[src/core/cur_pkg.sv]
// shared constants and carriers of the configuration update register bank
`default_nettype none
package cur_pkg;

  // ----------------------------------------------------------------------
  // memory pages (word index, byte address is four times the index)
  // ----------------------------------------------------------------------
  localparam logic [7:0] PG_PROD_ID_LO   = 8'h06;
  localparam logic [7:0] PG_PROD_ID_HI   = 8'h07;
  localparam logic [7:0] PG_MAKER        = 8'h08;
  localparam logic [7:0] PG_NODE_ADDR    = 8'h0c;
  localparam logic [7:0] PG_PROT_FIRST   = 8'h0e;
  localparam logic [7:0] PG_CFG_VARIANT  = 8'h0e;
  localparam logic [7:0] PG_EXTRA_DATA   = 8'h0f;
  localparam logic [7:0] PG_PROD_STG_LO  = 8'h10;
  localparam logic [7:0] PG_PROD_STG_HI  = 8'h11;
  localparam logic [7:0] PG_ADDR_STG     = 8'h12;
  localparam logic [7:0] PG_MAKER_STG    = 8'h13;
  localparam logic [7:0] PG_KEY_STG_0    = 8'h14;
  localparam logic [7:0] PG_KEY_STG_3    = 8'h17;
  localparam logic [7:0] PG_USER_CHAN    = 8'h18;
  localparam logic [7:0] PG_PIN          = 8'he5;

  // ----------------------------------------------------------------------
  // config_flags field positions
  // ----------------------------------------------------------------------
  localparam int CFG_NODE_COMMIT   = 0;
  localparam int CFG_MAKER_COMMIT  = 1;
  localparam int CFG_KEY_COMMIT    = 2;
  localparam int CFG_KEY_HIDDEN    = 3;
  localparam int CFG_ROTATING_ADDR = 4;
  localparam int CFG_COMM_OFF      = 5;
  localparam int CFG_LEN_LSB       = 6;

  // ----------------------------------------------------------------------
  // radio_variant field positions
  // ----------------------------------------------------------------------
  localparam int VAR_PLAN_LSB  = 0;
  localparam int VAR_INTERVAL  = 3;
  localparam int VAR_RATE      = 4;

  // ----------------------------------------------------------------------
  // reset values
  // ----------------------------------------------------------------------
  localparam logic [7:0]  CFG_RESET     = 8'h00;
  localparam logic [7:0]  VARIANT_RESET = 8'h00;
  localparam logic [31:0] WORD_RESET    = 32'h0000_0000;

  // ----------------------------------------------------------------------
  // timing
  // ----------------------------------------------------------------------
  localparam int CLK_FREQ_KHZ      = 50000;
  localparam int REPEAT_LONG_MS    = 20;
  localparam int REPEAT_SHORT_MS   = 10;
  localparam int REPEAT_LONG_CYC   = REPEAT_LONG_MS * CLK_FREQ_KHZ;
  localparam int REPEAT_SHORT_CYC  = REPEAT_SHORT_MS * CLK_FREQ_KHZ;
  localparam int KEY_WORDS         = 4;

  // ----------------------------------------------------------------------
  // carriers and states
  // ----------------------------------------------------------------------
  typedef struct packed {
    logic [7:0]  page;
    logic [31:0] wdata;
    logic        wr;
    logic        rd;
  } cur_nfc_req_s;

  typedef struct packed {
    logic        commission_frame_off;
    logic        rotating_addr_sel;
    logic        comm_on_user;
    logic        data_on_user;
    logic [1:0]  user_chan_cnt;
    logic        rate_2m;
    logic [19:0] repeat_gap;
    logic [2:0]  payload_bytes;
  } cur_radio_s;

  typedef enum logic [1:0] {ST_IDLE, ST_COPY, ST_CLEAR} cur_state_e;

endpackage
`default_nettype wire

[src/core/cur_key_mem.sv]
// private key store: small word memory with registered read data
`default_nettype none
module cur_key_mem #(
  parameter int WORDS = 4,
  parameter int WIDTH = 32
) (
  input  wire logic                     clk,
  input  wire logic                     we,
  input  wire logic [$clog2(WORDS)-1:0] waddr,
  input  wire logic [WIDTH-1:0]         wdata,
  input  wire logic [$clog2(WORDS)-1:0] raddr,
  output logic      [WIDTH-1:0]         rdata
);

  logic [WIDTH-1:0] mem [WORDS];

  // ----------------------------------------------------------------------
  // storage
  // ----------------------------------------------------------------------
  // write port
  always_ff @(posedge clk) begin
    if (we) begin
      mem[waddr] <= wdata;
    end
  end

  // registered read
  always_ff @(posedge clk) begin
    rdata <= mem[raddr];
  end

endmodule // cur_key_mem
`default_nettype wire

[src/core/cur_regs.sv]
// configuration update register bank with actuation-driven commit
//
// Contract
// - config byte: length code 7:6, then comm off, rotating addr, hidden, key/maker/node commit
// - node address staging replaces only low 32 bits; upper 16 fixed type constant
// - actuation with node commit flag copies address then clears the flag
// - actuation with key commit flag copies 16-byte key to store, clears flag
// - forbidden staging key values leave the stored key unchanged
// - hidden key mode shows key as zeros to reader and commissioning frames
// - key store sustains at least 1000 commits; commits are counted
// - maker commit copies non-zero product id and maker code, skips zeros, clears flag
// - length code 00/01/10/11 means 0, 1, 2 or 4 extra bytes
// - extra bytes taken from byte 0 upward and appended to data frames
// - variant byte: plan in bits 2:0, interval and rate next, rest spare
// - repeat gap 20 ms by default, 10 ms when interval bit set
// - air rate 1 Mbit by default, 2 Mbit when rate bit set
// - plan 000 all on advertising; 001-011 data on three, two, one user channels
// - plans 100-110 put all frames on three, two, one user channels
// - reserved plan 111 behaves like plan 000
// - comm off suppresses commissioning frames; rotating addr selects private addressing
// - protected pages locked until reader writes the correct 32-bit pin
// - plans 001-110 take transmit channels from the three bytes of the user channel register
// - variant bit 3 selects the shorter repeat gap
// - variant bit 4 selects the higher air rate
`default_nettype none
module cur_regs
  import cur_pkg::*;
#(
  parameter logic [15:0] DEV_TYPE      = 16'h5a00,      // arbitrary value
  parameter logic [31:0] NODE_DEFAULT  = 32'h0000_0001,
  parameter logic [15:0] MAKER_DEFAULT = 16'h0001,      // arbitrary value
  parameter logic [31:0] PIN_DEFAULT   = 32'h0000_1234, // arbitrary value
  parameter int          LONG_CYC      = cur_pkg::REPEAT_LONG_CYC,
  parameter int          SHORT_CYC     = cur_pkg::REPEAT_SHORT_CYC
) (
  input  wire logic                 clk,
  input  wire logic                 rst_b,
  input  wire cur_pkg::cur_nfc_req_s nfc_req,
  output logic [31:0]               nfc_rdata,
  output logic                      nfc_rvalid,
  output logic                      unlocked,
  input  wire logic                 actuate,
  output logic                      commit_busy,
  output logic [47:0]               node_addr,
  output logic [63:0]               product_id,
  output logic [15:0]               maker_code,
  input  wire logic [1:0]           key_rd_idx,
  output logic [31:0]               key_word,
  output logic [15:0]               key_commits,
  output cur_pkg::cur_radio_s       radio,
  output logic [31:0]               extra_bytes,
  output logic [23:0]               user_chans
);

  // ----------------------------------------------------------------------
  // storage
  // ----------------------------------------------------------------------
  logic [7:0]   cfg_q;
  logic [7:0]   variant_q;
  logic [31:0]  extra_q;
  logic [63:0]  prod_stg_q;
  logic [31:0]  addr_stg_q;
  logic [15:0]  maker_stg_q;
  logic [127:0] key_stg_q;
  logic [23:0]  chan_q;
  logic [31:0]  pin_q;
  logic         unlocked_q;
  logic         hidden_q;
  logic [31:0]  node_low_q;
  logic [63:0]  prod_q;
  logic [15:0]  maker_q;
  logic [15:0]  commits_q;
  cur_state_e   state_q;
  logic [1:0]   idx_q;
  logic         snap_node_q;
  logic         snap_maker_q;
  logic         snap_key_q;
  logic [31:0]  key_mem_rdata;

  logic         wr;
  logic         prot_page;
  logic         prot_wr;
  logic         cfg_wr;
  logic         key_bad;
  logic         key_we;
  logic         copy_first;
  logic         go;

  assign wr         = nfc_req.wr;
  assign prot_page  = (nfc_req.page >= PG_PROT_FIRST) && (nfc_req.page != PG_PIN);
  // protected writes need the pin and are held off while a commit runs
  assign prot_wr    = wr && prot_page && unlocked_q && (state_q == ST_IDLE);
  assign cfg_wr     = prot_wr && (nfc_req.page == PG_CFG_VARIANT);
  assign key_bad    = (key_stg_q == '0) || (key_stg_q == '1);
  assign key_we     = (state_q == ST_COPY) && snap_key_q && !key_bad;
  assign copy_first = (state_q == ST_COPY) && (idx_q == 2'd0);
  assign go         = (state_q == ST_IDLE) && actuate;

  // ----------------------------------------------------------------------
  // pin unlock
  // ----------------------------------------------------------------------
  // first matching pin write unlocks, later pin writes replace the pin
  always_ff @(posedge clk or negedge rst_b) begin
    if (!rst_b) begin
      unlocked_q <= 1'b0;
      pin_q      <= PIN_DEFAULT;
    end else if (wr && nfc_req.page == PG_PIN) begin
      if (!unlocked_q) begin
        unlocked_q <= (nfc_req.wdata == pin_q);
      end else begin
        pin_q <= nfc_req.wdata;
      end
    end
  end

  // ----------------------------------------------------------------------
  // config and variant
  // ----------------------------------------------------------------------
  // hardware clear of commit flags wins; reader writes are dropped while a commit runs
  always_ff @(posedge clk or negedge rst_b) begin
    if (!rst_b) begin
      cfg_q     <= CFG_RESET;
      variant_q <= VARIANT_RESET;
    end else if (cfg_wr) begin
      cfg_q     <= nfc_req.wdata[7:0];
      variant_q <= nfc_req.wdata[15:8];
    end else if (state_q == ST_CLEAR) begin
      if (snap_node_q) begin
        cfg_q[CFG_NODE_COMMIT] <= 1'b0;
      end
      if (snap_maker_q) begin
        cfg_q[CFG_MAKER_COMMIT] <= 1'b0;
      end
      if (snap_key_q && !key_bad) begin
        cfg_q[CFG_KEY_COMMIT] <= 1'b0;
      end
    end
  end

  // ----------------------------------------------------------------------
  // staging registers
  // ----------------------------------------------------------------------
  // plain reader-written staging words
  always_ff @(posedge clk or negedge rst_b) begin
    if (!rst_b) begin
      extra_q     <= WORD_RESET;
      prod_stg_q  <= '0;
      addr_stg_q  <= WORD_RESET;
      maker_stg_q <= '0;
      key_stg_q   <= '0;
      chan_q      <= '0;
    end else if (prot_wr) begin
      unique case (nfc_req.page)
        PG_EXTRA_DATA:  extra_q            <= nfc_req.wdata;
        PG_PROD_STG_LO: prod_stg_q[31:0]   <= nfc_req.wdata;
        PG_PROD_STG_HI: prod_stg_q[63:32]  <= nfc_req.wdata;
        PG_ADDR_STG:    addr_stg_q         <= nfc_req.wdata;
        PG_MAKER_STG:   maker_stg_q        <= nfc_req.wdata[15:0];
        PG_USER_CHAN:   chan_q             <= nfc_req.wdata[23:0];
        default: begin
          if (nfc_req.page >= PG_KEY_STG_0 && nfc_req.page <= PG_KEY_STG_3) begin
            key_stg_q[32*(nfc_req.page[1:0]) +: 32] <= nfc_req.wdata;
          end
        end
      endcase
    end
  end

  // ----------------------------------------------------------------------
  // commit sequencer
  // ----------------------------------------------------------------------
  // snapshot flags on actuation, walk the key words, then clear flags
  always_ff @(posedge clk or negedge rst_b) begin
    if (!rst_b) begin
      state_q      <= ST_IDLE;
      idx_q        <= 2'd0;
      snap_node_q  <= 1'b0;
      snap_maker_q <= 1'b0;
      snap_key_q   <= 1'b0;
    end else begin
      unique case (state_q)
        ST_IDLE: begin
          idx_q <= 2'd0;
          if (actuate) begin
            state_q      <= ST_COPY;
            snap_node_q  <= cfg_q[CFG_NODE_COMMIT];
            snap_maker_q <= cfg_q[CFG_MAKER_COMMIT];
            snap_key_q   <= cfg_q[CFG_KEY_COMMIT];
          end
        end
        ST_COPY: begin
          idx_q <= idx_q + 2'd1;
          if (idx_q == 2'(KEY_WORDS - 1)) begin
            state_q <= ST_CLEAR;
          end
        end
        ST_CLEAR: begin
          state_q <= ST_IDLE;
        end
      endcase
    end
  end

  // ----------------------------------------------------------------------
  // live identity
  // ----------------------------------------------------------------------
  // node address and maker fields copied on the first copy cycle
  always_ff @(posedge clk or negedge rst_b) begin
    if (!rst_b) begin
      node_low_q <= NODE_DEFAULT;
      prod_q     <= '0;
      maker_q    <= MAKER_DEFAULT;
    end else if (copy_first) begin
      if (snap_node_q) begin
        node_low_q <= addr_stg_q;
      end
      if (snap_maker_q && prod_stg_q != '0) begin
        prod_q <= prod_stg_q;
      end
      if (snap_maker_q && maker_stg_q != '0) begin
        maker_q <= maker_stg_q;
      end
    end
  end

  // hidden mode latched and commits counted when a key lands
  always_ff @(posedge clk or negedge rst_b) begin
    if (!rst_b) begin
      hidden_q  <= 1'b0;
      commits_q <= '0;
    end else if (state_q == ST_CLEAR && snap_key_q && !key_bad) begin
      hidden_q <= cfg_q[CFG_KEY_HIDDEN];
      if (commits_q != '1) begin
        commits_q <= commits_q + 16'd1;
      end
    end
  end

  // ----------------------------------------------------------------------
  // key store
  // ----------------------------------------------------------------------
  cur_key_mem #(
    .WORDS (KEY_WORDS),
    .WIDTH (32)
  ) u_key_mem (
    .clk   (clk),
    .we    (key_we),
    .waddr (idx_q),
    .wdata (key_stg_q[32*idx_q +: 32]),
    .raddr (key_rd_idx),
    .rdata (key_mem_rdata)
  );

  // ----------------------------------------------------------------------
  // reader answers
  // ----------------------------------------------------------------------
  // one cycle read answer; locked protected pages read as zero
  always_ff @(posedge clk or negedge rst_b) begin
    if (!rst_b) begin
      nfc_rdata  <= WORD_RESET;
      nfc_rvalid <= 1'b0;
    end else begin
      nfc_rvalid <= nfc_req.rd;
      nfc_rdata  <= WORD_RESET;
      if (nfc_req.rd && (!prot_page || unlocked_q)) begin
        unique case (nfc_req.page)
          PG_PROD_ID_LO:  nfc_rdata <= prod_q[31:0];
          PG_PROD_ID_HI:  nfc_rdata <= prod_q[63:32];
          PG_MAKER:       nfc_rdata <= {16'h0000, maker_q};
          PG_NODE_ADDR:   nfc_rdata <= node_low_q;
          PG_CFG_VARIANT: nfc_rdata <= {16'h0000, variant_q, cfg_q};
          PG_EXTRA_DATA:  nfc_rdata <= extra_q;
          PG_PROD_STG_LO: nfc_rdata <= prod_stg_q[31:0];
          PG_PROD_STG_HI: nfc_rdata <= prod_stg_q[63:32];
          PG_ADDR_STG:    nfc_rdata <= addr_stg_q;
          PG_MAKER_STG:   nfc_rdata <= {16'h0000, maker_stg_q};
          PG_USER_CHAN:   nfc_rdata <= {8'h00, chan_q};
          default: begin
            if (nfc_req.page >= PG_KEY_STG_0 && nfc_req.page <= PG_KEY_STG_3
                && !hidden_q) begin
              nfc_rdata <= key_stg_q[32*(nfc_req.page[1:0]) +: 32];
            end
          end
        endcase
      end
    end
  end

  // ----------------------------------------------------------------------
  // identity outputs
  // ----------------------------------------------------------------------
  // registered copies of live identity and masked key word
  always_ff @(posedge clk or negedge rst_b) begin
    if (!rst_b) begin
      node_addr   <= '0;
      product_id  <= '0;
      maker_code  <= '0;
      key_word    <= '0;
      key_commits <= '0;
      unlocked    <= 1'b0;
      commit_busy <= 1'b0;
    end else begin
      node_addr   <= {DEV_TYPE, node_low_q};
      product_id  <= prod_q;
      maker_code  <= maker_q;
      key_word    <= hidden_q ? '0 : key_mem_rdata;
      key_commits <= commits_q;
      unlocked    <= unlocked_q;
      commit_busy <= (state_q != ST_IDLE) || go;
    end
  end

  // ----------------------------------------------------------------------
  // radio settings
  // ----------------------------------------------------------------------
  // decode variant and config into frame settings
  always_ff @(posedge clk or negedge rst_b) begin
    if (!rst_b) begin
      radio       <= '0;
      extra_bytes <= '0;
      user_chans  <= '0;
    end else begin
      radio.commission_frame_off <= cfg_q[CFG_COMM_OFF];
      radio.rotating_addr_sel    <= cfg_q[CFG_ROTATING_ADDR];
      radio.rate_2m              <= variant_q[VAR_RATE];
      radio.repeat_gap <= variant_q[VAR_INTERVAL] ? 20'(SHORT_CYC)
                                                  : 20'(LONG_CYC);
      unique case (cfg_q[CFG_LEN_LSB +: 2])
        2'b00: begin
          radio.payload_bytes <= 3'd0;
          extra_bytes         <= '0;
        end
        2'b01: begin
          radio.payload_bytes <= 3'd1;
          extra_bytes         <= {24'h000000, extra_q[7:0]};
        end
        2'b10: begin
          radio.payload_bytes <= 3'd2;
          extra_bytes         <= {16'h0000, extra_q[15:0]};
        end
        2'b11: begin
          radio.payload_bytes <= 3'd4;
          extra_bytes         <= extra_q;
        end
      endcase
      unique case (variant_q[VAR_PLAN_LSB +: 3])
        3'b001, 3'b010, 3'b011: begin
          radio.comm_on_user  <= 1'b0;
          radio.data_on_user  <= 1'b1;
          radio.user_chan_cnt <= 2'd3 - (variant_q[1:0] - 2'd1);
        end
        3'b100, 3'b101, 3'b110: begin
          radio.comm_on_user  <= 1'b1;
          radio.data_on_user  <= 1'b1;
          radio.user_chan_cnt <= 2'd3 - variant_q[1:0];
        end
        default: begin
          radio.comm_on_user  <= 1'b0;
          radio.data_on_user  <= 1'b0;
          radio.user_chan_cnt <= 2'd0;
        end
      endcase
      user_chans <= (variant_q[2:0] == 3'b000 || variant_q[2:0] == 3'b111)
                    ? 24'h000000 : chan_q;
    end
  end

  // ----------------------------------------------------------------------
  // checks
  // ----------------------------------------------------------------------
  chk_node_copy: assert property (@(posedge clk) disable iff (!rst_b)
    copy_first && snap_node_q |=> node_low_q == $past(addr_stg_q))
    else $error("node address not copied");

  chk_upper_fixed: assert property (@(posedge clk) disable iff (!rst_b)
    $past(rst_b) |-> node_addr[47:32] == DEV_TYPE)
    else $error("node address upper bits changed");

  chk_flag_clear: assert property (@(posedge clk) disable iff (!rst_b)
    go && cfg_q[CFG_NODE_COMMIT] && !cfg_wr ##1 !cfg_wr [*5]
    |=> !cfg_q[CFG_NODE_COMMIT])
    else $error("node commit flag not cleared");

  chk_key_walk: assert property (@(posedge clk) disable iff (!rst_b)
    go && cfg_q[CFG_KEY_COMMIT] && !key_bad |=> key_we [*4] ##1 !key_we)
    else $error("key copy not four words");

  chk_bad_key: assert property (@(posedge clk) disable iff (!rst_b)
    state_q == ST_CLEAR && snap_key_q && key_bad
    |=> cfg_q[CFG_KEY_COMMIT] && $stable(commits_q))
    else $error("forbidden key committed");

  chk_hidden_read: assert property (@(posedge clk) disable iff (!rst_b)
    hidden_q && nfc_req.rd && nfc_req.page == PG_KEY_STG_0 |=> nfc_rdata == '0)
    else $error("hidden key exposed");

  chk_maker_skip: assert property (@(posedge clk) disable iff (!rst_b)
    copy_first && maker_stg_q == '0 |=> $stable(maker_q))
    else $error("zero maker code committed");

  chk_len_four: assert property (@(posedge clk) disable iff (!rst_b)
    cfg_q[7:6] == 2'b11 |=> radio.payload_bytes == 3'd4 && extra_bytes == $past(extra_q))
    else $error("length code 11 not four bytes");

  chk_short_gap: assert property (@(posedge clk) disable iff (!rst_b)
    variant_q[VAR_INTERVAL] |=> radio.repeat_gap == 20'(SHORT_CYC))
    else $error("short repeat gap wrong");

  chk_plan_spare: assert property (@(posedge clk) disable iff (!rst_b)
    variant_q[2:0] == 3'b111 |=> !radio.data_on_user && !radio.comm_on_user)
    else $error("reserved plan not default");

  chk_locked_write: assert property (@(posedge clk) disable iff (!rst_b)
    !unlocked_q && wr && nfc_req.page == PG_CFG_VARIANT && state_q == ST_IDLE
    |=> cfg_q == $past(cfg_q))
    else $error("locked config written");

endmodule // cur_regs
`default_nettype wire

[config.mk]
export PLATFORM = sky130hd
export DESIGN_NAME = cur_regs
export DESIGN_NICKNAME = d
export VERILOG_FILES = /design/src/core/cur_pkg.sv /design/src/core/cur_key_mem.sv /design/src/core/cur_regs.sv
export SDC_FILE = /design/constraint.sdc
export NUM_CORES = 1
export LEC_CHECK = 0
export BUFFER_PORTS_ARGS = -buffer_cell sky130_fd_sc_hd__clkbuf_2
export CAP_MARGIN = 20
export CORE_ASPECT_RATIO = 2
export CORE_MARGIN = 5
export CORE_UTILIZATION = 59
export DETAILED_ROUTE_END_ITERATION = 7
export HOLD_SLACK_MARGIN = 0.05
export PLACE_DENSITY = 0.83
export SETUP_SLACK_MARGIN = 0.4
export SLEW_MARGIN = 20
export SYNTH_ARGS = -nofsm -noshare
export SYNTH_HDL_FRONTEND = slang
export SYNTH_SLANG_ARGS = --single-unit
[constraint.sdc]
create_clock -name clk -period 3.6 [get_ports clk]
set_input_delay 0.72 -clock clk [delete_from_list [all_inputs] [get_ports clk]]
set_output_delay 0.72 -clock clk [all_outputs]
set_load 0.01 [all_outputs]
[Yosys cells after proc, flatten, opt, wreduce, memory -nomap -nowiden]
Memory sizes are Yosys's and may differ from the RTL's. A register that Yosys moved wholly into a read port is not among the register bits.
Index checks and enable logic that the tools add are counted.
Storage, ports and cells
  latch bits: 0
  bits of input ports: 47
  logic and storage cells: 169
  output and inout bits: 297
  memories kept: 1
  bits in writable memories: 128
  register bits after elaboration: 763
  ROM bits: 0
Memories
  u_key_mem.mem: words 4, width 32, read ports 1, clocked after memory_dff 1, write ports 1, line cur_key_mem.sv:15  | logic [WIDTH-1:0] mem [WORDS];
Cells by class
  bitwise logic cells: 1
  reductions and logical operators: 58
  add/subtract/negate cells: 6
  shift-type cells: 4
  multiplexer cells: 22
  order comparisons: 3
  $mul: 0
  div/mod/pow operators: 0
  eq/ne operators: 31
Operators with widths (count)
  32-bit case mux with 11 select lines: 1
  128-bit by 8-bit variable part select with 32-bit output: 2
  128-bit bitwise mux: 1
  128-bit == test, second input constant: 1
  128-bit logical NOT: 1
  32-bit case mux with 4 select lines: 1
  32-bit by 34-bit variable shift with 128-bit output, first input constant: 1
  32-bit by 34-bit variable part select with 128-bit output: 1
  32-bit two-way mux: 3
  64-bit nonzero test: 1
  8-bit by 5-bit == test with 1-bit output, second input constant: 5
  7-bit negation with 34-bit output: 1
  32-bit == test: 1
  8-bit by 4-bit == test with 1-bit output, second input constant: 4
  2-bit AND reduction: 16
  24-bit two-way mux: 1
  20-bit two-way mux: 1
  1-bit logical AND: 18
  16-bit by 1-bit adder with 16-bit output, second input constant: 1
  8-bit by 3-bit == test with 1-bit output, second input constant: 2
  16-bit inequality test, second input constant: 1
  16-bit nonzero test: 1
  3-bit == test, second input constant: 4
  3-bit case mux with 4 select lines: 1
  29 further kinds: 55

[Longest topological paths before layout]
  word-level depth: 8
  gate-level depth with buffers: 14

[Hierarchy]
A second synthesis with hierarchy kept.
Second synthesis, totals
  cell total of the unflattened synthesis: 2564
  area, all modules: 36052.1 um2
By module, submodules not included
  cur_regs: cells an instance 2361, instances 1, seq. area each 18651.6 um2, area an instance 30722.0 um2
  cur_key_mem: cells an instance 203, instances 1, seq. area each 4484.3 um2, area an instance 5330.1 um2

[Least setup slack after synthesis]
OpenSTA, ideal clock, no wires.
  path type: in2reg
  start point: input nfc_req[35] in the netlist's numbering
  end point: register maker_stg_q[10]
  stages on the path: 13
  path buffers: 6
  setup time: 0.127 ns
  arrival time: 3.255 ns
  slack: 0.218 ns
  cell sequence: buf_2 -> clkbuf_1 -> inv_1 -> ha_1 -> buf_2 -> nor4bb_1 -> and4_1 -> nor4b_2 -> buf_6 -> and3_1 -> buf_4 -> buf_6 -> mux2_1
On the way
  word-level cells in the longest chain between the ends: 6
  elaborated cells on any way between the ends: 8
  those cells by class: 1 x order compare; 2 x eq/ne; 5 x reduce/logical
Ends and longest elaborated chain
  from (decl): line cur_regs.sv:38  | input wire cur_pkg::cur_nfc_req_s nfc_req,
  8-bit by 4-bit greater-or-equal comparator with 1-bit output / 8-bit inequality test (equally long branches): line cur_regs.sv:90  | assign prot_page = (nfc_req.page >= PG_PROT_FIRST) && (nfc_req.page != PG_PIN);
  1-bit logical AND: line cur_regs.sv:90
  1-bit logical AND (3 in series): line cur_regs.sv:92  | assign prot_wr = wr && prot_page && unlocked_q && (state_q == ST_IDLE);
  2-bit AND reduction (no source line) (*)
  to (signal assigned): line cur_regs.sv:158  | PG_MAKER_STG: maker_stg_q <= nfc_req.wdata[15:0];
  to (decl): line cur_regs.sv:63  | logic [15:0] maker_stg_q;
Every way passes the cells marked *; elsewhere a longest branch is shown, timed or not.
A chain may end at the register's enable or synchronous reset.

[Final worst setup path]
  start point: register key_stg_q[122]
  end point: memory u_key_mem.mem[0][21], enable pin
On the way
  word-level cells in the longest chain between the ends: 6
  elaborated cells on any way between the ends: 7
  those cells by class: 1 x eq/ne; 2 x mux; 4 x reduce/logical
Ends and longest elaborated chain
  from (decl): line cur_regs.sv:64  | logic [127:0] key_stg_q;
  from (signal, indexed assignment): line cur_regs.sv:162  | key_stg_q[32*(nfc_req.page[1:0]) +: 32] <= nfc_req.wdata;
  128-bit == test / 128-bit logical NOT (equally long branches): line cur_regs.sv:94  | assign key_bad = (key_stg_q == '0) || (key_stg_q == '1);
  1-bit logical OR (*): line cur_regs.sv:94
  1-bit logical NOT (*): line cur_regs.sv:95  | assign key_we = (state_q == ST_COPY) && snap_key_q && !key_bad;
  1-bit logical AND (*): line cur_regs.sv:95
  1-bit two-way mux (*): line cur_key_mem.sv:22  | if (we) begin
  1-bit two-way mux (not written as such) (*): line cur_key_mem.sv:23  | mem[waddr] <= wdata;
  to (decl): line cur_key_mem.sv:15
Marked as above.

==> impl_metrics.json <==
{
  "synthCells": 2652,
  "clockBufferDepth": 3,
  "synth_top_area_cell": "dfrtp_1",
  "port-buffer-count": 322,
  "cp-endpoint": "u_key_mem.mem[0][21]",
  "track_usage_pct": 32.8,
  "grt_max_degree": 108,
  "slew_viol_final": 0,
  "placement.cell_area_um2": 38800,
  "comb_power_share_pct": 5.4,
  "setup_viol": 0,
  "areaGrowthSynthToFinish_pct": 14.2,
  "p_switching_uw": 4530,
  "clkPwrFrac_pct": 42.4,
  "fin_crit_sh_pct": 88.8,
  "clkSlewWorstSetupHoldPaths_ps": 70,
  "cts.sinks": 905,
  "numCtsBuffers": 73,
  "crit_start": "key_stg_q[122]",
  "worst_pin_slew_ps": 1140,
  "synth_ff_type": "dfrtp_1",
  "grt_use_met3_pct": 6.34,
  "synth-edff-count": 128,
  "criticalPathCategory": "flop to flop",
  "leakage_uw": 0.0189,
  "gp_congestion": 0.991,
  "ant_nets": 0,
  "final_common_cell": "dfrtp_1",
  "swShare_pct": 22.8,
  "maxCapViolCount": 0,
  "first_global_vias": 25700,
  "cts_tree": "built",
  "intPower_uw": 15400,
  "antenna_found_initial": 5,
  "io_pins": 344,
  "setup_slack_ps": 402,
  "yosysTopAreaCellShare_pct": 51.0,
  "grt_use_met1_pct": 39.3,
  "use_met2_pct": 54.5,
  "htreeDepth": 3,
  "vdd_ir_drop_max_v": 0.000370,
  "status": "finished clean",
  "cp_max_fo": 32,
  "avgSynthCellArea_um2": 13.7,
  "finalCriticalPeriod_ps": 3200,
  "required_ps": 3950,
  "max_freq_ghz": 0.313,
  "final_util_pct": 68.0,
  "synth.cell_area_um2": 36200,
  "die_y_um": 360,
  "overflow": 0,
  "r2r_cells": 7,
  "yosys-top-cells-area": "dfrtp_1 51%, edfxtp_1 11%, mux2_2 9.5%",
  "async_flop_share_pct": 82.3,
  "fin_total_pwr_uw": 19900,
  "synth.distinct_cells": 60,
  "ys_warn_count": 0,
  "busiest_layer": "met2",
  "place_hpwl_um": 75700,
  "worst_r2r_endpoint": "u_key_mem.mem[0][21]",
  "avgRoutedWirePerCell_um": 28.7,
  "cp_cell_sequence": "nor4_1 -> nand4_1 -> or4_1 -> o21ai_2 -> nor2_1 -> and3_1 -> buf_12",
  "ys_ff_latch": 905,
  "place_ws_ps": 417,
  "core_area_um2": 60900,
  "slowest_stage": "nor4_1",
  "cp.arrival_ps": 3540,
  "grt_pass1_wl_um": 164000,
  "drc": 0,
  "vias_per_cell": 6.56,
  "endpoint_kind": "flop",
  "layout_common_cells": "737 x dfrtp_1, 361 x nand2_1, 321 x clkbuf_2, 307 x mux2_2, 137 x o21ai_0",
  "fp.dieArea_um2": 66800,
  "pwr-share-seq_pct": 52.1,
  "hold_violations": 0,
  "start_kind": "flop",
  "drt_iter0_markers": 3145,
  "die_w_um": 185,
  "reg2reg_from": "key_stg_q[122]",
  "setup_tns_ps": 0,
  "max_slew_margin_pct": 24.1,
  "hp-class": "input pin to asynchronous set/reset pin",
  "vias": 24800,
  "post_cts_buffers": 0,
  "routed_wirelength_um": 109000,
  "post_cts_resized": 0,
  "r2r_slack_ps": 400,
  "layout-drive-gt1-share_pct": 32.3,
  "rows": 128,
  "skew_ps": 30.0,
  "critPathMaxStageDelay_ps": 870,
  "grt_setup_unrepaired": "no",
  "final_nets": 3007,
  "dr.pass1.iters": 6,
  "cts_hold_buf": 0,
  "clk_latency_ps": 630,
  "clockRootBuffer": "clkbuf_16",
  "initial_utilization_pct": 59.5,
  "yosysSeqAreaShare_pct": 63.9,
  "powerDensity_nw_per_um2": 481,
  "fin_area_um2": 41400
}
==> through the flow <==
| step | instances | hold slack, ps |
|---|---|---|
| global route | 3784 | 116 |
| CTS | 3784 | 99.9 |
| global placement | 3649 | 383 |
| floorplan | 2672 | 364 |
| detailed placement | 3649 | 388 |
| finish | 3786 | 78.3 |
==> sequential cells by signal (all words and copies together), names as in the netlist, 24 cells and up <==
name / cells
u_key_mem.mem: 128
extra_bytes: 32
key_stg_q: 128
prod_q: 64
node_addr: 32
pin_q: 32
node_low_q: 32
product_id: 64
user_chans: 24
nfc_rdata: 32
prod_stg_q: 64
key_word: 32
extra_q: 32
chan_q: 24
u_key_mem.rdata: 32
addr_stg_q: 32
==> cell usage after synthesis, drive strengths merged (15+ instances only) <==
| master | number |
|---|---|
| and2 | 39 |
| nor2 | 24 |
| mux2i | 18 |
| nand4 | 58 |
| nand3 | 16 |
| nand2 | 362 |
| a22oi | 54 |
| a22o | 15 |
| nor4 | 75 |
| a21oi | 29 |
| nor2b | 48 |
| dfrtp | 738 |
| mux4 | 96 |
| o21ai | 142 |
| and3 | 30 |
| a221oi | 31 |
| xnor2 | 34 |
| a31oi | 31 |
| dfxtp | 32 |
| ha | 16 |
| mux2 | 318 |
| clkbuf | 135 |
| buf | 83 |
| edfxtp | 128 |
==> logic make-up after synthesis <==
kind of cell	count (synthesis)	share of synthesized area, %
buffers and inverters	232	2.92
adder cells (fa/ha/maj)	16	0.553
AO/OA/AOI/OAI	337	5.98
flip-flops	905	63.9
AND/OR/NAND/NOR	682	9.21
multiplexers	432	16.3
XOR/XNOR	46	1.11
other	2	0.0207
==> worst min-delay path by stage <==
stage / start / end / slack, ps / cells after the start
global route: rst_b / node_addr[7] / 120 / 1
CTS: rst_b / user_chans[5] / 100 / 1
global placement: maker_q[7] / maker_code[7] / 380 / 0
detailed placement: maker_q[12] / maker_code[12] / 390 / 0
finish: rst_b / user_chans[5] / 80 / 1
floorplan: node_low_q[12] / node_addr[12] / 360 / 0
==> layout make-up <==
class	instances	area [um2]
diodes	2	5.00
clock buffers	99	2150
clock inverters	36	380
fillers	4170	19500
inverters	14	52.6
multi-input cells	1535	12200
flip-flops and latches	905	23100
well taps	780	976
repair buffers	415	2510
==> metal layers <==
metal | part of all wire, % | vias to the layer above
li1 | - | 10100
met1 | 33 | 12600
met2 | 50 | 1623
met3 | 8.7 | 467
met4 | 7.8 | 4
met5 | 0.035 | -
==> power groups by stage <==
| stage | Sequential [uW] | Clock [uW] | Combinational [uW] |
|---|---|---|---|
| global placement | 10600 | 0 | 1050 |
| finish | 10400 | 8430 | 1080 |
| CTS | 10400 | 8510 | 1080 |
| floorplan | 10600 | 0 | 596 |
| global route | 10400 | 8930 | 1170 |
| detailed placement | 10600 | 0 | 1080 |
==> critical path, delay by kind of cell, from the launching register on <==
kind | cells | cell delay, ps
AOI/OAI and AO/OA | 1 | 210
buffers and inverters | 1 | 180
DFF | 1 | 440
and+or+nand+nor | 5 | 2060
(Power assumes the default switching activity.)
